==> config.mk <==
export PLATFORM = sky130hd
export DESIGN_NAME = pec_ctrl
export DESIGN_NICKNAME = d
export VERILOG_FILES = /design/src/verilog/pec_pkg.sv /design/src/verilog/pec_ctrl.sv
export SDC_FILE = /design/constraint.sdc
export NUM_CORES = 1
export LEC_CHECK = 0
export BUFFER_PORTS_ARGS = -buffer_cell sky130_fd_sc_hd__buf_2
export CAP_MARGIN = 20
export CORE_ASPECT_RATIO = 1.75
export CORE_MARGIN = 3
export CORE_UTILIZATION = 25
export DETAILED_ROUTE_END_ITERATION = 10
export SLEW_MARGIN = 5
export SYNTH_ARGS = -nofsm -noshare
export SYNTH_HDL_FRONTEND = slang
export SYNTH_SLANG_ARGS = --single-unit
==> constraint.sdc <==
create_clock -name clk_in -period 3.2 [get_ports clk_in]
set_input_delay 0.96 -clock clk_in [delete_from_list [all_inputs] [get_ports clk_in]]
set_output_delay 0.96 -clock clk_in [all_outputs]
set_load 0.02 [all_outputs]
==> src/verilog/pec_pkg.sv <==
// constants, register map and pin bundle of the power enable, reset and interrupt controller
package pec_pkg;

    ////////////////////////////////////////////////////////////////////////////////
    // timing
    localparam int CLK_PERIOD_NS   = 100;
    localparam int TICK_TIME_US    = 1000;
    localparam int TICK_CYCLES_DEF = (TICK_TIME_US * 1000) / CLK_PERIOD_NS;
    localparam int DEBOUNCE_MS     = 50;
    localparam int RELEASE_MS      = 100;
    localparam int DEBOUNCE_TICKS  = (DEBOUNCE_MS * 1000 + TICK_TIME_US - 1) / TICK_TIME_US;
    localparam int RELEASE_TICKS   = (RELEASE_MS * 1000 + TICK_TIME_US - 1) / TICK_TIME_US;
    localparam int TICK_W          = 24;
    localparam int SLOW_W          = 8;

    ////////////////////////////////////////////////////////////////////////////////
    // register offsets
    localparam logic [3:0] ADDR_BUCK_SET = 4'h0;
    localparam logic [3:0] ADDR_REG_SET  = 4'h1;
    localparam logic [3:0] ADDR_MISC     = 4'h2;
    localparam logic [3:0] ADDR_CHG_C    = 4'h3;
    localparam logic [3:0] ADDR_CHG_D    = 4'h4;
    localparam logic [3:0] ADDR_IO_LEVEL = 4'h5;
    localparam logic [3:0] ADDR_IO_DIR   = 4'h6;
    localparam logic [3:0] ADDR_FLAGS_A  = 4'h7;
    localparam logic [3:0] ADDR_FLAGS_B  = 4'h8;
    localparam logic [3:0] ADDR_FLAGS_C  = 4'h9;
    localparam logic [3:0] ADDR_MASK_A   = 4'ha;
    localparam logic [3:0] ADDR_MASK_B   = 4'hb;
    localparam logic [3:0] ADDR_MASK_C   = 4'hc;

    ////////////////////////////////////////////////////////////////////////////////
    // field positions
    localparam int HOLD_BIT      = 7;
    localparam int MISC_HOLD_BIT = 5;
    localparam int MISC_PB_BIT   = 7;
    localparam int MUX_EN_BIT    = 1;
    localparam int MUX_SEL_BIT   = 0;
    localparam int CHG_EN_BIT    = 0;
    localparam int CMP_EN_BIT    = 1;
    localparam int CMP_STAT_BIT  = 7;

    ////////////////////////////////////////////////////////////////////////////////
    // reset values and code range (0.8 v .. 3.3 v in 100 mv steps)
    localparam logic [5:0] VOLT_CODE_MAX  = 6'h19;
    localparam logic [5:0] BUCK_CODE_DEF  = 6'h0b;
    localparam logic [5:0] REG_CODE_DEF   = 6'h0b;
    localparam logic [7:0] MISC_DEF       = 8'h00;
    localparam logic [7:0] CHG_C_DEF      = 8'h00;
    localparam logic [7:0] CHG_D_DEF      = 8'h00;
    localparam logic [3:0] IO_LEVEL_DEF   = 4'h0;
    localparam logic [3:0] IO_DIR_DEF     = 4'hc;
    localparam logic [7:0] MASK_DEF       = 8'hff;
    localparam logic [7:0] BOTH_EDGE_A    = 8'h05;
    localparam logic [7:0] BOTH_EDGE_B    = 8'h02;
    localparam logic [7:0] BOTH_EDGE_C    = 8'h03;

    ////////////////////////////////////////////////////////////////////////////////
    // pin bundle, all asynchronous to clk_in
    typedef struct packed {
        logic       push_button_n;
        logic       buck_keep_on_pin;
        logic       regulator_keep_on_pin;
        logic       input_power_valid;
        logic       therm_hot;
        logic       regulator_pgood;
        logic       sense_above;
        logic       battery_below;
        logic       system_rail_uvlo;
        logic       battery_present;
        logic [3:0] io_level;
    } pec_pins_t;

    // idle pin levels after reset: button released, everything else low
    localparam pec_pins_t PINS_IDLE = 14'h2000;

endpackage

==> src/verilog/pec_ctrl.sv <==
// power enable, reset release and interrupt flag controller
// Notes on behaviour
// [RULE1] push button debounced 50 ms before use
// [RULE2] button low or power valid enables both
// [RULE3] button release turns both off unless held
// [RULE4] buck pin ORed with buck hold bit
// [RULE5] regulator pin ORed with regulator hold bit
// [RULE6] misc hold bit keeps both outputs on
// [RULE7] keep pins enable after first power-up only
// [RULE8] both off means shutdown, control off
// [RULE9] reset low during condition, released 100 ms later
// [RULE10] fixed variants: reset on bad pgood or off
// [RULE11] supervisor variant: reset from sense input
// [RULE12] flags set only for unmasked sources
// [RULE13] all sources masked after reset
// [RULE14] flags on rising edge or both edges
// [RULE15] interrupt pin low while any flag set
// [RULE16] reading flags clears them, pin releases
// [RULE17] thermal trip turns both outputs off
// [RULE18] registers default on uvlo or reset
// [RULE19] voltage codes 0.8-3.3 v, adjustable ignores
// [RULE20] io 0,1 inputs, io 2,3 led off
// [RULE21] comparator only without charge, reads 1 disabled
// [RULE22] ntc source on when mux selects temperature; code also requires charging disabled
// [RULE23] slow tick counters, debounce restarts on change
`timescale 1ns/1ps
module pec_ctrl
    import pec_pkg::*;
#(
    parameter int TICK_CYCLES = TICK_CYCLES_DEF,
    parameter bit SUPERVISOR  = 1'b0,
    parameter bit ADJ_BUCK    = 1'b0,
    parameter bit ADJ_REG     = 1'b0
) (
    input  wire logic       clk_in,
    input  wire logic       rstn_in,
    input  wire logic       ce_in,
    input  wire pec_pins_t  pins_in,
    input  wire logic [3:0] addr_in,
    input  wire logic [7:0] wdata_in,
    input  wire logic       wr_in,
    input  wire logic       rd_in,
    output logic      [7:0] rdata_out,
    output logic            buck_enable_out,
    output logic            regulator_enable_out,
    output logic            shutdown_out,
    output logic      [5:0] buck_code_out,
    output logic      [5:0] regulator_code_out,
    output logic            reset_n_out,
    output logic            reset_n_oe_out,
    output logic            irq_n_out,
    output logic            irq_n_oe_out,
    output logic      [3:0] io_out,
    output logic      [3:0] io_oe_out,
    output logic            ntc_source_out,
    output logic      [1:0] cell_limit_sel_out
);

    ////////////////////////////////////////////////////////////////////////////////
    // state
    pec_pins_t        sync1, sync2, pins_last;
    logic [TICK_W-1:0] tick_cnt, next_tick_cnt;
    logic             tick;
    logic             pb_db, next_pb_db;
    logic [SLOW_W-1:0] pb_cnt, next_pb_cnt;
    logic [SLOW_W-1:0] rel_cnt, next_rel_cnt;
    logic             rst_cond;
    logic             next_reset_oe;
    logic             first_up, next_first_up;
    logic             therm_trip, next_therm_trip;
    logic             next_buck_en, next_reg_en;
    logic             buck_hold, reg_hold;
    logic [5:0]       buck_code, next_buck_code;
    logic [5:0]       reg_code, next_reg_code;
    logic             buck_hold_bit, next_buck_hold_bit;
    logic             reg_hold_bit, next_reg_hold_bit;
    logic [7:0]       misc, next_misc;
    logic [7:0]       chg_c, next_chg_c;
    logic [7:0]       chg_d, next_chg_d;
    logic [3:0]       io_level, next_io_level;
    logic [3:0]       io_dir, next_io_dir;
    logic             cmp_status, next_cmp_status;
    logic [2:0][7:0]  flags, next_flags;
    logic [2:0][7:0]  mask, next_mask;
    logic [2:0][7:0]  cond, cond_last;
    logic [2:0][7:0]  events;
    logic [2:0][7:0]  both_edge;
    logic [7:0]       next_rdata;
    logic             regs_default;
    logic             any_flag_next;

    ////////////////////////////////////////////////////////////////////////////////
    // two-stage synchroniser; pins_last sees only the second stage
    always_ff @(posedge clk_in or negedge rstn_in) begin
        if (!rstn_in) begin
            sync1     <= PINS_IDLE;
            sync2     <= PINS_IDLE;
            pins_last <= PINS_IDLE; // no false button change after reset
        end else if (ce_in) begin
            sync1     <= pins_in;
            sync2     <= sync1;
            pins_last <= sync2;
        end
    end

    ////////////////////////////////////////////////////////////////////////////////
    // slow tick and debounce; a cheap prescaler keeps the long counters narrow
    always_comb begin
        tick          = (tick_cnt == TICK_W'(TICK_CYCLES - 1));
        next_tick_cnt = tick ? '0 : tick_cnt + TICK_W'(1); // RULE23
        next_pb_db    = pb_db;
        next_pb_cnt   = pb_cnt;
        if (sync2.push_button_n == pb_db || sync2.push_button_n != pins_last.push_button_n) begin
            next_pb_cnt = '0; // RULE23
        end else if (tick) begin
            if (pb_cnt == SLOW_W'(DEBOUNCE_TICKS - 1)) begin
                next_pb_db  = sync2.push_button_n; // RULE1
                next_pb_cnt = '0;
            end else begin
                next_pb_cnt = pb_cnt + SLOW_W'(1);
            end
        end
    end

    always_ff @(posedge clk_in or negedge rstn_in) begin
        if (!rstn_in) begin
            tick_cnt <= '0;
            pb_db    <= 1'b1;
            pb_cnt   <= '0;
        end else if (ce_in) begin
            tick_cnt <= next_tick_cnt;
            pb_db    <= next_pb_db;
            pb_cnt   <= next_pb_cnt;
        end
    end

    ////////////////////////////////////////////////////////////////////////////////
    // power enables, thermal latch and reset release
    always_comb begin
        buck_hold       = sync2.buck_keep_on_pin | buck_hold_bit | misc[MISC_HOLD_BIT];    // RULE4 RULE6
        reg_hold        = sync2.regulator_keep_on_pin | reg_hold_bit | misc[MISC_HOLD_BIT]; // RULE5 RULE6
        next_first_up   = first_up;
        if (!sync2.battery_present) begin
            next_first_up = 1'b0; // RULE7
        end else if (!pb_db || sync2.input_power_valid) begin
            next_first_up = 1'b1;
        end
        // sensor only looks while the regulator runs; latch clears when it cools
        next_therm_trip = therm_trip ? sync2.therm_hot : (regulator_enable_out & sync2.therm_hot);
        next_buck_en    = 1'b0;
        next_reg_en     = 1'b0;
        if (sync2.system_rail_uvlo || next_therm_trip) begin
            next_buck_en = 1'b0; // RULE17
            next_reg_en  = 1'b0; // RULE17
        end else if (!pb_db || sync2.input_power_valid) begin
            next_buck_en = 1'b1; // RULE2
            next_reg_en  = 1'b1; // RULE2
        end else begin
            next_buck_en = buck_enable_out ? buck_hold : (first_up & sync2.buck_keep_on_pin);     // RULE3 RULE7
            next_reg_en  = regulator_enable_out ? reg_hold : (first_up & sync2.regulator_keep_on_pin); // RULE3 RULE7
        end
        if (SUPERVISOR) begin
            rst_cond = !sync2.sense_above; // RULE11
        end else begin
            rst_cond = !sync2.regulator_pgood || !regulator_enable_out; // RULE10
        end
        next_rel_cnt  = rel_cnt;
        next_reset_oe = reset_n_oe_out;
        if (rst_cond) begin
            next_reset_oe = 1'b1; // RULE9
            next_rel_cnt  = '0;
        end else if (reset_n_oe_out && tick) begin
            if (rel_cnt == SLOW_W'(RELEASE_TICKS - 1)) begin
                next_reset_oe = 1'b0; // RULE9
                next_rel_cnt  = '0;
            end else begin
                next_rel_cnt = rel_cnt + SLOW_W'(1);
            end
        end
    end

    always_ff @(posedge clk_in or negedge rstn_in) begin
        if (!rstn_in) begin
            first_up             <= 1'b0;
            therm_trip           <= 1'b0;
            buck_enable_out      <= 1'b0;
            regulator_enable_out <= 1'b0;
            shutdown_out         <= 1'b1;
            rel_cnt              <= '0;
            reset_n_oe_out       <= 1'b1;
            reset_n_out          <= 1'b0;
        end else if (ce_in) begin
            first_up             <= next_first_up;
            therm_trip           <= next_therm_trip;
            buck_enable_out      <= next_buck_en;
            regulator_enable_out <= next_reg_en;
            shutdown_out         <= !next_buck_en && !next_reg_en; // RULE8
            rel_cnt              <= next_rel_cnt;
            reset_n_oe_out       <= next_reset_oe;
            reset_n_out          <= 1'b0;
        end
    end

    ////////////////////////////////////////////////////////////////////////////////
    // register file, interrupt flags and read port
    assign both_edge = {BOTH_EDGE_C, BOTH_EDGE_B, BOTH_EDGE_A};

    always_comb begin
        regs_default = reset_n_oe_out | sync2.system_rail_uvlo; // RULE18
        cond[0] = {5'h00, sync2.input_power_valid, cmp_status, !pb_db};
        cond[1] = {6'h00, sync2.regulator_pgood, sync2.therm_hot};
        cond[2] = {6'h00, sync2.io_level[1:0]};
        next_buck_code     = buck_code;
        next_reg_code      = reg_code;
        next_buck_hold_bit = buck_hold_bit;
        next_reg_hold_bit  = reg_hold_bit;
        next_misc          = misc;
        next_chg_c         = chg_c;
        next_chg_d         = chg_d;
        next_io_level      = io_level;
        next_io_dir        = io_dir;
        next_mask          = mask;
        if (wr_in) begin
            if (addr_in == ADDR_BUCK_SET) begin
                next_buck_hold_bit = wdata_in[HOLD_BIT];
                next_buck_code     = (wdata_in[5:0] > VOLT_CODE_MAX) ? VOLT_CODE_MAX : wdata_in[5:0]; // RULE19
            end else if (addr_in == ADDR_REG_SET) begin
                next_reg_hold_bit = wdata_in[HOLD_BIT];
                next_reg_code     = (wdata_in[5:0] > VOLT_CODE_MAX) ? VOLT_CODE_MAX : wdata_in[5:0]; // RULE19
            end else if (addr_in == ADDR_MISC) begin
                next_misc = wdata_in & 8'h23;
            end else if (addr_in == ADDR_CHG_C) begin
                next_chg_c = wdata_in & 8'h03;
            end else if (addr_in == ADDR_CHG_D) begin
                next_chg_d = wdata_in & 8'h03;
            end else if (addr_in == ADDR_IO_LEVEL) begin
                next_io_level = wdata_in[3:0];
            end else if (addr_in == ADDR_IO_DIR) begin
                next_io_dir = wdata_in[3:0];
            end else if (addr_in == ADDR_MASK_A) begin
                next_mask[0] = wdata_in;
            end else if (addr_in == ADDR_MASK_B) begin
                next_mask[1] = wdata_in;
            end else if (addr_in == ADDR_MASK_C) begin
                next_mask[2] = wdata_in;
            end
        end
        // comparator runs only on a primary cell, reads high when switched off
        if (!chg_c[CMP_EN_BIT]) begin
            next_cmp_status = 1'b1; // RULE21
        end else if (!chg_c[CHG_EN_BIT]) begin
            next_cmp_status = sync2.battery_below; // RULE21
        end else begin
            next_cmp_status = cmp_status;
        end
        // set wins over the read clear so a coincident event is kept
        for (int k = 0; k < 3; k++) begin
            events[k]     = (cond[k] & ~cond_last[k]) | (both_edge[k] & cond_last[k] & ~cond[k]); // RULE14
            next_flags[k] = flags[k] & ~((rd_in && addr_in == ADDR_FLAGS_A + 4'(k)) ? flags[k] : 8'h00); // RULE16
            next_flags[k] = next_flags[k] | (events[k] & ~mask[k]); // RULE12
        end
        if (regs_default) begin
            next_buck_code     = BUCK_CODE_DEF;
            next_reg_code      = REG_CODE_DEF;
            next_buck_hold_bit = 1'b0;
            next_reg_hold_bit  = 1'b0;
            next_misc          = MISC_DEF;
            next_chg_c         = CHG_C_DEF;
            next_chg_d         = CHG_D_DEF;
            next_io_level      = IO_LEVEL_DEF;
            next_io_dir        = IO_DIR_DEF; // RULE20
            next_mask          = {3{MASK_DEF}}; // RULE13
            next_flags         = '0;
        end
        any_flag_next = |next_flags;
        next_rdata = 8'h00;
        if (rd_in) begin
            if (addr_in == ADDR_BUCK_SET) begin
                next_rdata = {buck_hold_bit, 1'b0, buck_code};
            end else if (addr_in == ADDR_REG_SET) begin
                next_rdata = {reg_hold_bit, 1'b0, reg_code};
            end else if (addr_in == ADDR_MISC) begin
                next_rdata = misc | {pb_db, 7'h00};
            end else if (addr_in == ADDR_CHG_C) begin
                next_rdata = chg_c;
            end else if (addr_in == ADDR_CHG_D) begin
                next_rdata = chg_d | {cmp_status, 7'h00};
            end else if (addr_in == ADDR_IO_LEVEL) begin
                next_rdata = {4'h0, (io_level & io_dir) | (sync2.io_level & ~io_dir)};
            end else if (addr_in == ADDR_IO_DIR) begin
                next_rdata = {4'h0, io_dir};
            end else if (addr_in == ADDR_FLAGS_A) begin
                next_rdata = flags[0];
            end else if (addr_in == ADDR_FLAGS_B) begin
                next_rdata = flags[1];
            end else if (addr_in == ADDR_FLAGS_C) begin
                next_rdata = flags[2];
            end else if (addr_in == ADDR_MASK_A) begin
                next_rdata = mask[0];
            end else if (addr_in == ADDR_MASK_B) begin
                next_rdata = mask[1];
            end else if (addr_in == ADDR_MASK_C) begin
                next_rdata = mask[2];
            end
        end
    end

    // adjustable variants keep the code readable but never steer the output
    always_ff @(posedge clk_in or negedge rstn_in) begin
        if (!rstn_in) begin
            buck_code          <= BUCK_CODE_DEF;
            reg_code           <= REG_CODE_DEF;
            buck_hold_bit      <= 1'b0;
            reg_hold_bit       <= 1'b0;
            misc               <= MISC_DEF;
            chg_c              <= CHG_C_DEF;
            chg_d              <= CHG_D_DEF;
            io_level           <= IO_LEVEL_DEF;
            io_dir             <= IO_DIR_DEF;
            mask               <= {3{MASK_DEF}};
            flags              <= '0;
            cond_last          <= 24'h000002; // comparator status starts high, no false edge
            cmp_status         <= 1'b1;
            rdata_out          <= 8'h00;
            irq_n_out          <= 1'b0;
            irq_n_oe_out       <= 1'b0;
            buck_code_out      <= BUCK_CODE_DEF;
            regulator_code_out <= REG_CODE_DEF;
            io_out             <= 4'h0;
            io_oe_out          <= 4'h0;
            ntc_source_out     <= 1'b0;
            cell_limit_sel_out <= 2'h0;
        end else if (ce_in) begin
            buck_code          <= next_buck_code;
            reg_code           <= next_reg_code;
            buck_hold_bit      <= next_buck_hold_bit;
            reg_hold_bit       <= next_reg_hold_bit;
            misc               <= next_misc;
            chg_c              <= next_chg_c;
            chg_d              <= next_chg_d;
            io_level           <= next_io_level;
            io_dir             <= next_io_dir;
            mask               <= next_mask;
            flags              <= next_flags;
            cond_last          <= cond;
            cmp_status         <= next_cmp_status;
            rdata_out          <= next_rdata;
            irq_n_out          <= 1'b0;
            irq_n_oe_out       <= any_flag_next; // RULE15
            buck_code_out      <= ADJ_BUCK ? BUCK_CODE_DEF : next_buck_code; // RULE19
            regulator_code_out <= ADJ_REG ? REG_CODE_DEF : next_reg_code;    // RULE19
            io_out             <= {2'h0, next_io_level[1:0]};
            io_oe_out          <= {next_io_dir[3:2] & next_io_level[3:2], next_io_dir[1:0]}; // RULE20
            ntc_source_out     <= !next_chg_c[CHG_EN_BIT] && next_misc[MUX_EN_BIT] && next_misc[MUX_SEL_BIT]; // RULE22
            cell_limit_sel_out <= next_chg_d[1:0];
        end
    end

    ////////////////////////////////////////////////////////////////////////////////
    // checks
    property p_debounce_time;
        @(posedge clk_in) disable iff (!rstn_in)
        (ce_in && pb_db != next_pb_db) |-> (tick && pb_cnt == SLOW_W'(DEBOUNCE_TICKS - 1));
    endproperty
    a_debounce_time: assert property (p_debounce_time) else $error("button level adopted early"); // RULE1

    property p_wake_both;
        @(posedge clk_in) disable iff (!rstn_in)
        (ce_in && !pb_db && !sync2.system_rail_uvlo && !sync2.therm_hot) |=>
            (buck_enable_out && regulator_enable_out);
    endproperty
    a_wake_both: assert property (p_wake_both) else $error("pressed button did not enable both"); // RULE2

    property p_thermal_off;
        @(posedge clk_in) disable iff (!rstn_in)
        (ce_in && regulator_enable_out && sync2.therm_hot) |=> (!buck_enable_out && !regulator_enable_out);
    endproperty
    a_thermal_off: assert property (p_thermal_off) else $error("thermal trip left an output on"); // RULE17

    property p_reset_hold;
        @(posedge clk_in) disable iff (!rstn_in)
        (ce_in && rst_cond) |=> reset_n_oe_out;
    endproperty
    a_reset_hold: assert property (p_reset_hold) else $error("reset not driven during condition"); // RULE9

    property p_release_delay;
        @(posedge clk_in) disable iff (!rstn_in)
        $fell(reset_n_oe_out) |-> ($past(rel_cnt) == SLOW_W'(RELEASE_TICKS - 1) && $past(tick));
    endproperty
    a_release_delay: assert property (p_release_delay) else $error("reset released before delay"); // RULE9

    property p_masked_at_start;
        @(posedge clk_in) $rose(rstn_in) |-> (mask == {3{MASK_DEF}});
    endproperty
    a_masked_at_start: assert property (p_masked_at_start) else $error("sources unmasked after reset"); // RULE13

    property p_irq_pin;
        @(posedge clk_in) disable iff (!rstn_in)
        ce_in |=> (irq_n_oe_out == (|flags));
    endproperty
    a_irq_pin: assert property (p_irq_pin) else $error("interrupt pin disagrees with flags"); // RULE15

    property p_read_clear;
        @(posedge clk_in) disable iff (!rstn_in)
        (ce_in && rd_in && addr_in == ADDR_FLAGS_A && events[0] == 8'h00) |=> (flags[0] == 8'h00);
    endproperty
    a_read_clear: assert property (p_read_clear) else $error("flag read did not clear"); // RULE16

    property p_cmp_disabled;
        @(posedge clk_in) disable iff (!rstn_in)
        (ce_in && !chg_c[CMP_EN_BIT]) |=> cmp_status;
    endproperty
    a_cmp_disabled: assert property (p_cmp_disabled) else $error("comparator status low while off"); // RULE21

endmodule

After elaboration in Yosys (flattened, before gate mapping)
Index checks and enable logic that the tools add are counted.
W data, S select, Z words.
{ "word_totals": {"register_bits": 192, "word_cells": 284, "out_inout_bits": 38} }
{ "op_classes": {"muxes": 103, "n_reduce_logical": 45, "order_cmp": 1, "bitwise_logic": 46, "eq_ne": 28, "n_addsub": 3} }
{ "op_table": {"columns": ["operator", "n"], "rows": [
  ["$mux W8", 45],
  ["$mux W24", 11],
  ["$mux W4", 17],
  ["$or A8 B8 Y8", 8],
  ["$and A8 B8 Y8", 6],
  ["$mux W6", 8],
  ["$not A8 Y8", 6],
  ["$and A2 B8 Y8", 4],
  ["$not A2 Y8", 4],
  ["$add A24 B1 Y24 const B", 1],
  ["$eq A24 B14 Y1 const B", 1],
  ["$reduce_bool A2 Y1", 12],
  ["$reduce_or A24 Y1", 1],
  ["$mux W1", 21],
  ["$eq A4 B4 Y1 const B", 5],
  ["$ne A2 B2 Y1 const B", 10],
  ["$add A8 B1 Y8 const B", 2],
  ["$and A3 B8 Y8", 2],
  ["$eq A4 B3 Y1 const B", 4],
  ["$mux W16", 1],
  ["$not A3 Y8", 2],
  ["$reduce_and A12 Y1", 1],
  ["$reduce_and A11 Y1", 1],
  ["$reduce_and A10 Y1", 1],
  ["other kinds (25)", 52]
]} }

Logic depth before layout (Yosys ltp)
Gate-level depths: netlist of run 1.
{ "logic_depth": {"ltp_word": 15, "ltp_mapped": 8} }

Worst setup path before layout of run 1
No wires, ideal clock.
{ "synth_timing": {"path_kind": "input-to-reg", "from": "in addr_in[3]", "to": "reg mask[10] (netlist name)", "arrival_time_ns": 2.189, "setup_time_ns": 0.079, "stages": 7, "path_slack_ns": 0.932, "n_path_buf": 2, "cell_sequence": "buf_2 nor2_2 a21boi_0 o211ai_1 buf_2 nand2_1 o21ai_0"} }
{ "synth_via": {"elab_chain_cells": 3} }
{ "synth_lines": {"columns": ["item", "line", "source"], "rows": [
  ["from (decl)", "pec_ctrl.sv:39", "input wire logic [3:0] addr_in,"],
  ["$eq A4 B4 Y1, or another cell as far along", "pec_ctrl.sv:240", "end else if (addr_in == ADDR_MASK_A) begin"],
  ["$ne A2 B2 Y1 (no line) or $reduce_bool A2 Y1 (tied branches)", null, null],
  ["$reduce_and A11 Y1 (no line) (*)", null, null],
  ["to (signal assigned)", "pec_ctrl.sv:320", "mask <= {3{MASK_DEF}};"],
  ["to (signal assigned)", "pec_ctrl.sv:343", "mask <= next_mask;"],
  ["to (decl)", "pec_ctrl.sv:84", "logic [2:0][7:0] mask, next_mask;"]
]} }
Every way passes the cells marked *; elsewhere a longest branch is shown, timed or not.
A chain may end at the register's enable or synchronous reset.

Worst setup path after layout of run 1
{ "layout_timing": {"from": "in addr_in[1]", "to": "reg reg_code[0]"} }
{ "layout_via": {"elab_chain_cells": 3} }
{ "layout_lines": {"columns": ["item", "line", "source"], "rows": [
  ["$eq A4 B1 Y1 or $logic_not A4 Y1 (tied branches)", "pec_ctrl.sv:227, pec_ctrl.sv:224", null],
  ["$reduce_bool A2 Y1 (no line) or $ne A2 B2 Y1 (tied branches)", null, null],
  ["$reduce_and A4 Y1 (no line) (*)", null, null],
  ["to (signal assigned)", "pec_ctrl.sv:335", "reg_code <= next_reg_code;"],
  ["to (decl)", "pec_ctrl.sv:74", "logic [5:0] reg_code, next_reg_code;"]
]} }
Marked as above.

==> results.ini, run 1 <==
[status]
status = finished clean

[synth]
synth.most_common_cell = dfrtp_1
synth_edf_count = 0
synthesis.area_um2 = 8490
yosysTopAreaCellShare_pct = 38.6
postSynth.asyncResetShare_pct = 100
yosysTopAreaCell = dfrtp_1
dominantRegCellSynth = dfrtp_1
ys_warn_count = 0
ys_seq_area_share_pct = 51.0
synth.distinct_cells = 76
avgSynthCellArea_um2 = 10.1
synth-seq-cells = 171
yosys-top-cells-area = dfrtp_1 (39%), dfstp_2 (12%), mux2_2 (5.6%)
synth_cells = 841
yosys-top-cells-count = dfrtp_1 (131), nand2_1 (92), o21ai_0 (72), nor2_1 (57), a21oi_1 (45)

[power]
leakage_uw = 0.00429
comb_power_share_pct = 12.5
p_int_uw = 3630
ir_drop_mv = 0.362
power_switching_uw = 1530
power_density_nw_per_um2 = 519
pwr-share-seq_pct = 48.0
p_sw_share_pct = 29.7
clkPwrFrac_pct = 39.5

[timing]
grt_setup_unrepaired = no
setup_violations = 0
setup_slack_ns = 0.801
report.final.slew_viol_count = 0
worst_clock_skew_ns = 0.00760
post-route-period-util_pct = 75.0
max_freq_mhz = 417
tightest_slew_ns = 0.765
fin_setup_tns_ns = 0
post-route-min-period_ns = 2.40
relSlewSlack_pct = 48.5
hold_viol_final = 0

[floorplan]
initial_utilization_pct = 25.5
die_h_um = 250
num_rows = 88
pin_count = 69
die_area_um2 = 36300
core_um2 = 33300
fp.dieW_um = 145

[global_route]
grt_pass1_wl_um = 38900
first_global_vias = 6833
antenna_found_initial = 0
grt_max_degree = 55
grtUsageTotal_pct = 13.6
grt_overflow = 0

[clock_tree]
clkLatencyLatePin_ns = 0.44
cts_made_buffers = 17
root_buffer = clkbuf_16
cts_htree_levels = 4
clkSinkCount = 171
ctsLongestPathBuffers = 2
cts_setup_buffers = 0
cts_tree = yes
holdBufCountCts = 0
clk_pin_slew_ns = 0.07
ctsResizeCount = 0

[placement]
port_buffers = 63
gp_congestion = 0.880
place_hpwl_um = 18200
place_ws_ns = 0.381

[final_layout]
final_util_pct = 29.9
num-nets-final = 940
drive_gt1_share_pct = 23.9
syn_to_final_growth_pct = 17.1

[drt]
wirelength_um = 24600
avgRoutedWirePerCell_um = 18.0
ant_nets = 0
drt_first_pass_iters = 5
vias_per_cell = 4.96
drc = 0
drt_iter0_drc = 569
vias = 6792

[critical_path]
start_kind = input port
endpoint_kind = flop
cp_max_fo = 14
required_ns = 3.57
crit_type = input port to flop
arrival_ns = 2.77

[run]
max-cap-violations = 0

[min_path]
min_path_type = input port to asynchronous set/reset pin

## through the flow
| stage | instances | total power (µW) | hold WS [ns] | area [µm²] |
|---|---|---|---|---|
| 6_report | 1369 | 5160 | 0.470 | 9940 |
| 5_1_grt | 1368 | 5390 | 0.503 | 9930 |
| 4_1_cts | 1368 | 5220 | 0.483 | 9930 |
| 3_5_place_dp | 1336 | 3170 | 0.472 | 9360 |
| 3_3_place_gp | 1334 | 3150 | 0.469 | 9340 |
| 2_1_floorplan | 844 | 2910 | 0.449 | 8500 |
## per-layer routing
layer	track usage (%)	share of wire [%]	up-vias
met1	14.8	38	3354
met4	6.63	4.5	0
met5	0	0	-
met3	2.76	4.6	60
li1	-	-	3170
met2	24.8	53	208
## layout make-up
cell class / instances / area [µm²]
Antenna cell: 1 / 2.50
Timing Repair Buffer: 90 / 541
Tap cell: 450 / 563
Fill cell: 3575 / 23300
Sequential cell: 171 / 4330
Clock inverter: 15 / 148
Clock buffer: 17 / 425
Multi-Input combinational cell: 606 / 3860
Inverter: 19 / 71.3
## sequential cells by signal (all words and copies together), names as in the netlist, 7 cells and up
register	count
rdata_out	8
rel_cnt	8
sync1	13
pb_cnt	8
sync2	8
tick_cnt	24
mask	24
flags	24
cond_last	7
## power by group through the flow
stage | Clock (µW) | Combinational, µW | Sequential (µW)
3_3_place_gp | 0 | 639 | 2510
5_1_grt | 2160 | 729 | 2500
4_1_cts | 2080 | 653 | 2480
6_report | 2040 | 647 | 2480
2_1_floorplan | 0 | 415 | 2490
3_5_place_dp | 0 | 649 | 2520
## cells in the final DEF (no fill, tap or decap), types with 6 or more instances in the layout
| cell type | Yosys | layout |
|---|---|---|
| nand3_1 | 20 | 20 |
| dfrtp_1 | 131 | 131 |
| xor2_1 | 9 | 9 |
| dfstp_2 | 40 | 40 |
| nor2b_1 | 13 | 13 |
| nor4_1 | 6 | 6 |
| clkbuf_16 | 0 | 17 |
| nand2b_1 | 14 | 14 |
| a21oi_1 | 45 | 45 |
| a32o_1 | 6 | 6 |
| a22o_1 | 13 | 13 |
| a21o_1 | 7 | 7 |
| inv_1 | 17 | 17 |
| and2_1 | 19 | 19 |
| nand4_1 | 15 | 15 |
| o22ai_1 | 7 | 7 |
| o21ai_0 | 72 | 72 |
| and3_1 | 17 | 17 |
| o211ai_1 | 8 | 8 |
| xnor2_1 | 18 | 18 |
| nor3_1 | 14 | 14 |
| mux2i_1 | 12 | 12 |
| o31ai_1 | 8 | 8 |
| buf_4 | 8 | 25 |
| buf_2 | 22 | 62 |
| a31oi_1 | 9 | 9 |
| mux2_2 | 42 | 42 |
| nor2_1 | 57 | 57 |
| nand2_1 | 92 | 92 |
## final timing paths
path / startpoint / to / slack, ns / cells past startpoint
min in group clk_in: mask[12] / mask[12] / 0.48 / 2
setup reg to reg: reset_n_oe_out / reg_code[0] / 0.87 / 4
max in group asynchronous: rstn_in / mask[4] / 1.89 / 2
hold reg to reg: mask[12] / mask[12] / 0.48 / 2
setup / recovery: addr_in[1] / reg_code[0] / 0.80 / 6
hold / removal: rstn_in / reg_hold_bit / 0.47 / 1
## cell families (layout without fill, tap and decap cells)
logic type | count (synthesis) | in the layout | synth area share, %
AND/OR/NAND/NOR | 295 | 295 | 17.6
AO/OA/AOI/OAI | 221 | 221 | 17.0
flip-flops | 171 | 171 | 51.0
buffers and inverters | 67 | 141 | 3.66
multiplexers | 55 | 55 | 7.25
XOR/XNOR | 27 | 27 | 2.79
adder cells (fa/ha/maj) | 4 | 4 | 0.590
other | 1 | 5 | 0.0442
## worst max-delay path: stages
cell     delay, ns
buf_2         0.27
nor3_1        0.13
and3_1        0.19
o21ai_0       0.60
buf_4         0.27
mux2_2        0.34
No activity file was read; power rests on OpenSTA's default activity.
==> inputs of run 2 (changes only) <==
==> constraint.sdc (replaced) <==
create_clock -name clk_in -period 2 [get_ports clk_in]
set_input_delay 0.6 -clock clk_in [delete_from_list [all_inputs] [get_ports clk_in]]
set_output_delay 0.6 -clock clk_in [all_outputs]
set_load 0.02 [all_outputs]
==> results.ini, run 2 (same netlist as run 1, synthesis figures left out) <==
[power]
pwr-share-seq_pct = 46.8
p_int_uw = 6060
ir_drop_mv = 0.574
leakage_uw = 0.00476
p_sw_share_pct = 28.4
clkPwrFrac_pct = 38.7
power_density_nw_per_um2 = 789
power_switching_uw = 2400
comb_power_share_pct = 14.5

[critical_path]
arrival_ns = 1.32
crit_type = flop to output pin
cp_slowest_stage_delay_ns = 0.53
cp_top_family = flip-flops
cp_max_fo = 8
slowest_stage = dfstp_2
crit_chain = buf_4 > buf_2
crit_buf_inv = 2
required_ns = 1.40
start_kind = flop
r2r-start = tick_cnt[18]
cp-startpoint = reset_n_oe_out
endpoint_kind = output pin

[global_route]
grt_overflow = 0
grt_pass1_wl_um = 41000
grt_max_degree = 43
antenna_found_initial = 0
grtUsageTotal_pct = 14.3
first_global_vias = 7385

[timing]
post-route-min-period_ns = 1.92
whs_ns = 0.0640
post-route-period-util_pct = 95.9
tightest_slew_ns = 0.515
report.final.slew_viol_count = 0
max_freq_mhz = 521
setup_violations = 0
relSlewSlack_pct = 65.4
fin_setup_tns_ns = 0
worst_clock_skew_ns = 0.0101
hold_viol_final = 0

[drt]
wirelength_um = 25600
drc = 0
avgRoutedWirePerCell_um = 17.6
drt_first_pass_iters = 5
vias_per_cell = 4.89
vias = 7123
drt_iter0_drc = 384
ant_nets = 0

[clock_tree]
ctsLongestPathBuffers = 2
cts_tree = yes
clkSinkCount = 171
root_buffer = clkbuf_16
cts_htree_levels = 4
clkLatencyLatePin_ns = 0.43
holdBufCountCts = 0
clk_pin_slew_ns = 0.07
cts_made_buffers = 17

[status]
status = finished clean

[floorplan]
initial_utilization_pct = 25.5
num_rows = 88
die_h_um = 250
pin_count = 69
fp.dieW_um = 145
core_um2 = 33300
die_area_um2 = 36300

[placement]
dp.cells = 1425
gp_congestion = 0.884
port_buffers = 63
place_area_um2 = 10100
place_hpwl_um = 20000

[final_layout]
layout_commonest_cell = dfrtp_1
final_cell_mix = dfrtp_1 (131), buf_4 (108), nand2_1 (92)
fin_area_um2 = 10700
register_area_um2 = 4330
fillCellCount = 3460
num-nets-final = 1029
drive_gt1_share_pct = 30.9
final_util_pct = 32.2
instances_no_fill = 1457
multi_input_comb_area_um2 = 3890
syn_to_final_growth_pct = 26.3
antennaDiodeCount = 0
top_regs = flags (24), mask (24), tick_cnt (24)

[min_path]
min_path_type = input port to asynchronous set/reset pin

[run]
max-cap-violations = 0

## run 2: changes by cell type in the layout (fill, tap and decap cells not counted), moves of 2 or more
cell	delta
buf_12	+7
buf_4	+83
inv_8	-4
clkinvlp_4	+2
## run 2: metrics by stage
stage               power (µW)  setup WS [ns]
floorplan                 4650         0.0641
global placement          5210         -0.169
detailed placement        5250         -0.186
CTS                       8540         0.0251
global route              8830        -0.0182
finish                    8460         0.0817
## run 2: power groups by stage
stage | Clock [µW] | Sequential (µW) | Combinational (µW)
floorplan | 0 | 3990 | 663
global placement | 0 | 4010 | 1200
detailed placement | 0 | 4020 | 1230
CTS | 3350 | 3960 | 1240
global route | 3480 | 3990 | 1350
finish | 3270 | 3960 | 1230
## run 2: layer usage
metal	routed length [µm]	vias to the layer above	track usage, %	share of wire, %
li1	-	3339	-	-
met4	1480	0	8.20	5.8
met2	13800	191	26.6	54
met5	0	-	0	0
met1	9340	3517	14.8	36
met3	985	76	2.76	3.8
## run 2: worst paths after layout
| check | to | cells past startpoint | slack (ns) |
|---|---|---|---|
| setup / recovery | reset_n_oe_out | 2 | 0.08 |
| hold / removal | buck_code[5] | 1 | 0.06 |
| setup reg to reg | rel_cnt[6] | 5 | 0.13 |
| hold reg to reg | mask[15] | 2 | 0.48 |
| max in group asynchronous | shutdown_out | 2 | 1.27 |
| min in group clk_in | sync1[9] | 2 | 0.39 |
## run 2: layout make-up
class                   count  share of cell area (%)
flip-flops and latches    171                    40.4
multi-input cells         606                    36.3
repair buffers            179                    12.1
well taps                 450                    5.25
clock buffers              19                    4.13
clock inverters            13                    1.23
inverters                  19                   0.666
## run 2: what timing repair did
item,4_1_cts,5_1_grt
hold endpoints to repair,0,0
setup buffers,0,0
gates resized for setup,0,5
endpoints found under the setup margin,0,14
## run 2: worst register-to-register path: stages, from the launching register on
cell     delay, ns
dfrtp_1       0.44
nor4_4        0.33
and4_4        0.31
nand3_2       0.15
o41a_1        0.44
a21oi_1       0.12
==> inputs of run 3 (changes only) <==
--- a/config.mk
+++ b/config.mk
@@ -5,13 +5,16 @@
 export SDC_FILE = /design/constraint.sdc
 export NUM_CORES = 1
 export LEC_CHECK = 0
+export ABC_CLOCK_PERIOD_IN_PS = 2000
 export BUFFER_PORTS_ARGS = -buffer_cell sky130_fd_sc_hd__buf_2
 export CAP_MARGIN = 20
 export CORE_ASPECT_RATIO = 1.75
 export CORE_MARGIN = 3
 export CORE_UTILIZATION = 25
 export DETAILED_ROUTE_END_ITERATION = 10
+export SETUP_SLACK_MARGIN = 0.15
 export SLEW_MARGIN = 5
 export SYNTH_ARGS = -nofsm -noshare
 export SYNTH_HDL_FRONTEND = slang
 export SYNTH_SLANG_ARGS = --single-unit
+export TNS_END_PERCENT = 20
==> results.ini, run 3 (same netlist as run 1, synthesis figures left out) <==
[status]
status = finished clean

[placement]
place_ws_ns = -0.164
port_buffers = 63
place_hpwl_um = 20300
gp_congestion = 0.900

[floorplan]
initial_utilization_pct = 25.5
core_um2 = 33300
die_area_um2 = 36300
num_rows = 88
fp.dieW_um = 145
pin_count = 69
die_h_um = 250

[clock_tree]
clk_pin_slew_ns = 0.06
root_buffer = clkbuf_16
ctsLongestPathBuffers = 2
clkSinkCount = 171
clkLatencyLatePin_ns = 0.45
holdBufCountCts = 0
cts_htree_levels = 4
cts_made_buffers = 17
cts_tree = yes

[timing]
setup_slack_ns = 0.126
post-route-min-period_ns = 1.87
grt_setup_unrepaired = yes
tightest_slew_ns = 0.598
hold_viol_final = 0
worst_clock_skew_ns = 0.0122
report.final.slew_viol_count = 0
post-route-period-util_pct = 93.7
whs_ns = 0.0676
relSlewSlack_pct = 59.9
max_freq_mhz = 534
setup_violations = 0

[power]
comb_power_share_pct = 13.9
ir_drop_mv = 0.665
leakage_uw = 0.00474
clkPwrFrac_pct = 40.7
p_int_uw = 6370
power_density_nw_per_um2 = 816
p_sw_share_pct = 27.1
power_switching_uw = 2360
pwr-share-seq_pct = 45.4

[critical_path]
r2r_cells = 5
cp_max_fo = 6
arrival_ns = 2.23
endpoint_kind = flop
crit_chain = nor3_1 > and4_4 > nand3_2 > o41a_1 > a21oi_1
r2r-start = tick_cnt[5]
cp-startpoint = tick_cnt[5]
start_kind = flop
required_ns = 2.36
reg2reg_slack_ns = 0.13
slowest_stage = dfrtp_1
crit_type = flop to flop
cp_slowest_stage_delay_ns = 0.45
rr_endpoint = rel_cnt[6]

[global_route]
first_global_vias = 7269
grt_overflow = 0
grtUsageTotal_pct = 14.5
antenna_found_initial = 0
grt_max_degree = 49
grt_pass1_wl_um = 41300

[drt]
drt_first_pass_iters = 5
avgRoutedWirePerCell_um = 18.2
drc = 0
vias_per_cell = 4.86
wirelength_um = 26300
ant_nets = 0
vias = 7018
drt_iter0_drc = 419

[final_layout]
layout_commonest_cell = dfrtp_1
top_regs = flags (24), mask (24), tick_cnt (24)
antennaDiodeCount = 0
final_cell_mix = dfrtp_1 (130), buf_4 (95), nand2_1 (92)
register_area_um2 = 4330
num-nets-final = 1017
drive_gt1_share_pct = 30.2
multi_input_comb_area_um2 = 3910
fillCellCount = 3423
syn_to_final_growth_pct = 26.2

[min_path]
min_path_type = input port to asynchronous set/reset pin

[run]
max-cap-violations = 0

==> run 3: cell count changes in the layout (fill, tap and decap cells not counted), moves of 2 or more <==
cell / change
buf_4: -13
buf_6: +2
bufinv_16: +3
inv_6: -2
==> run 3: final cells by class <==
cell class / instances / area share, %
sequential: 171 / 40.4
timing repair buffer: 167 / 11.3
clock inverter: 13 / 1.78
multi-input combinational: 606 / 36.5
inverter: 19 / 0.666
clock buffer: 19 / 4.04
tap: 450 / 5.26
==> run 3: power groups by stage <==
stage / registers, µW / logic [µW] / clock network (µW)
final: 3970 / 1220 / 3550
after global routing: 3990 / 1350 / 3780
after detailed placement: 4030 / 1190 / 0
after global placement: 4020 / 1170 / 0
after CTS: 3970 / 1220 / 3620
after floorplan: 3990 / 664 / 0
==> run 3: worst max-delay path by stage <==
stage | end | slack (ns)
3_5_place_dp | rdata_out[5] | -0.16
4_1_cts | rel_cnt[6] | 0.13
3_3_place_gp | rdata_out[3] | -0.14
2_1_floorplan | irq_n_oe_out | 0.10
6_report | rel_cnt[6] | 0.13
5_1_grt | tick_cnt[23] | 0.05
==> run 3: per-layer routing <==
layer,routed length (µm),GRT usage [%],vias to the layer above,part of all wire (%)
met5,0,0,-,0
met4,1210,7.28,0,4.6
met3,1030,3.05,51,3.9
met2,14300,26.9,169,54
met1,9740,15.3,3481,37
li1,-,-,3317,-
==> run 3: repair_timing <==
item	4_1_cts	5_1_grt
setup buffers	1	0
resized for setup	10	2
setup endpoints to repair	18	17
pin swaps	1	0
==> run 3: worst max-delay path: cells and delay by family, from the launching register on <==
| family | cells | cell delay, ns |
|---|---|---|
| AO/OA/AOI/OAI | 2 | 0.58 |
| AND/OR/NAND/NOR | 3 | 0.75 |
| flip-flops | 1 | 0.45 |
==> run 3: through the flow <==
stage	util, %	TNS, ns	total power (µW)	instance area (µm²)	std cells
after floorplan	-	0	4650	8500	844
after global placement	30.1	-2.85	5200	10000	1412
after detailed placement	30.1	-3.14	5220	10000	1412
after CTS	32.2	0	8810	10700	1445
after global routing	32.2	0	9110	10700	1445
final	32.2	0	8740	10700	1445
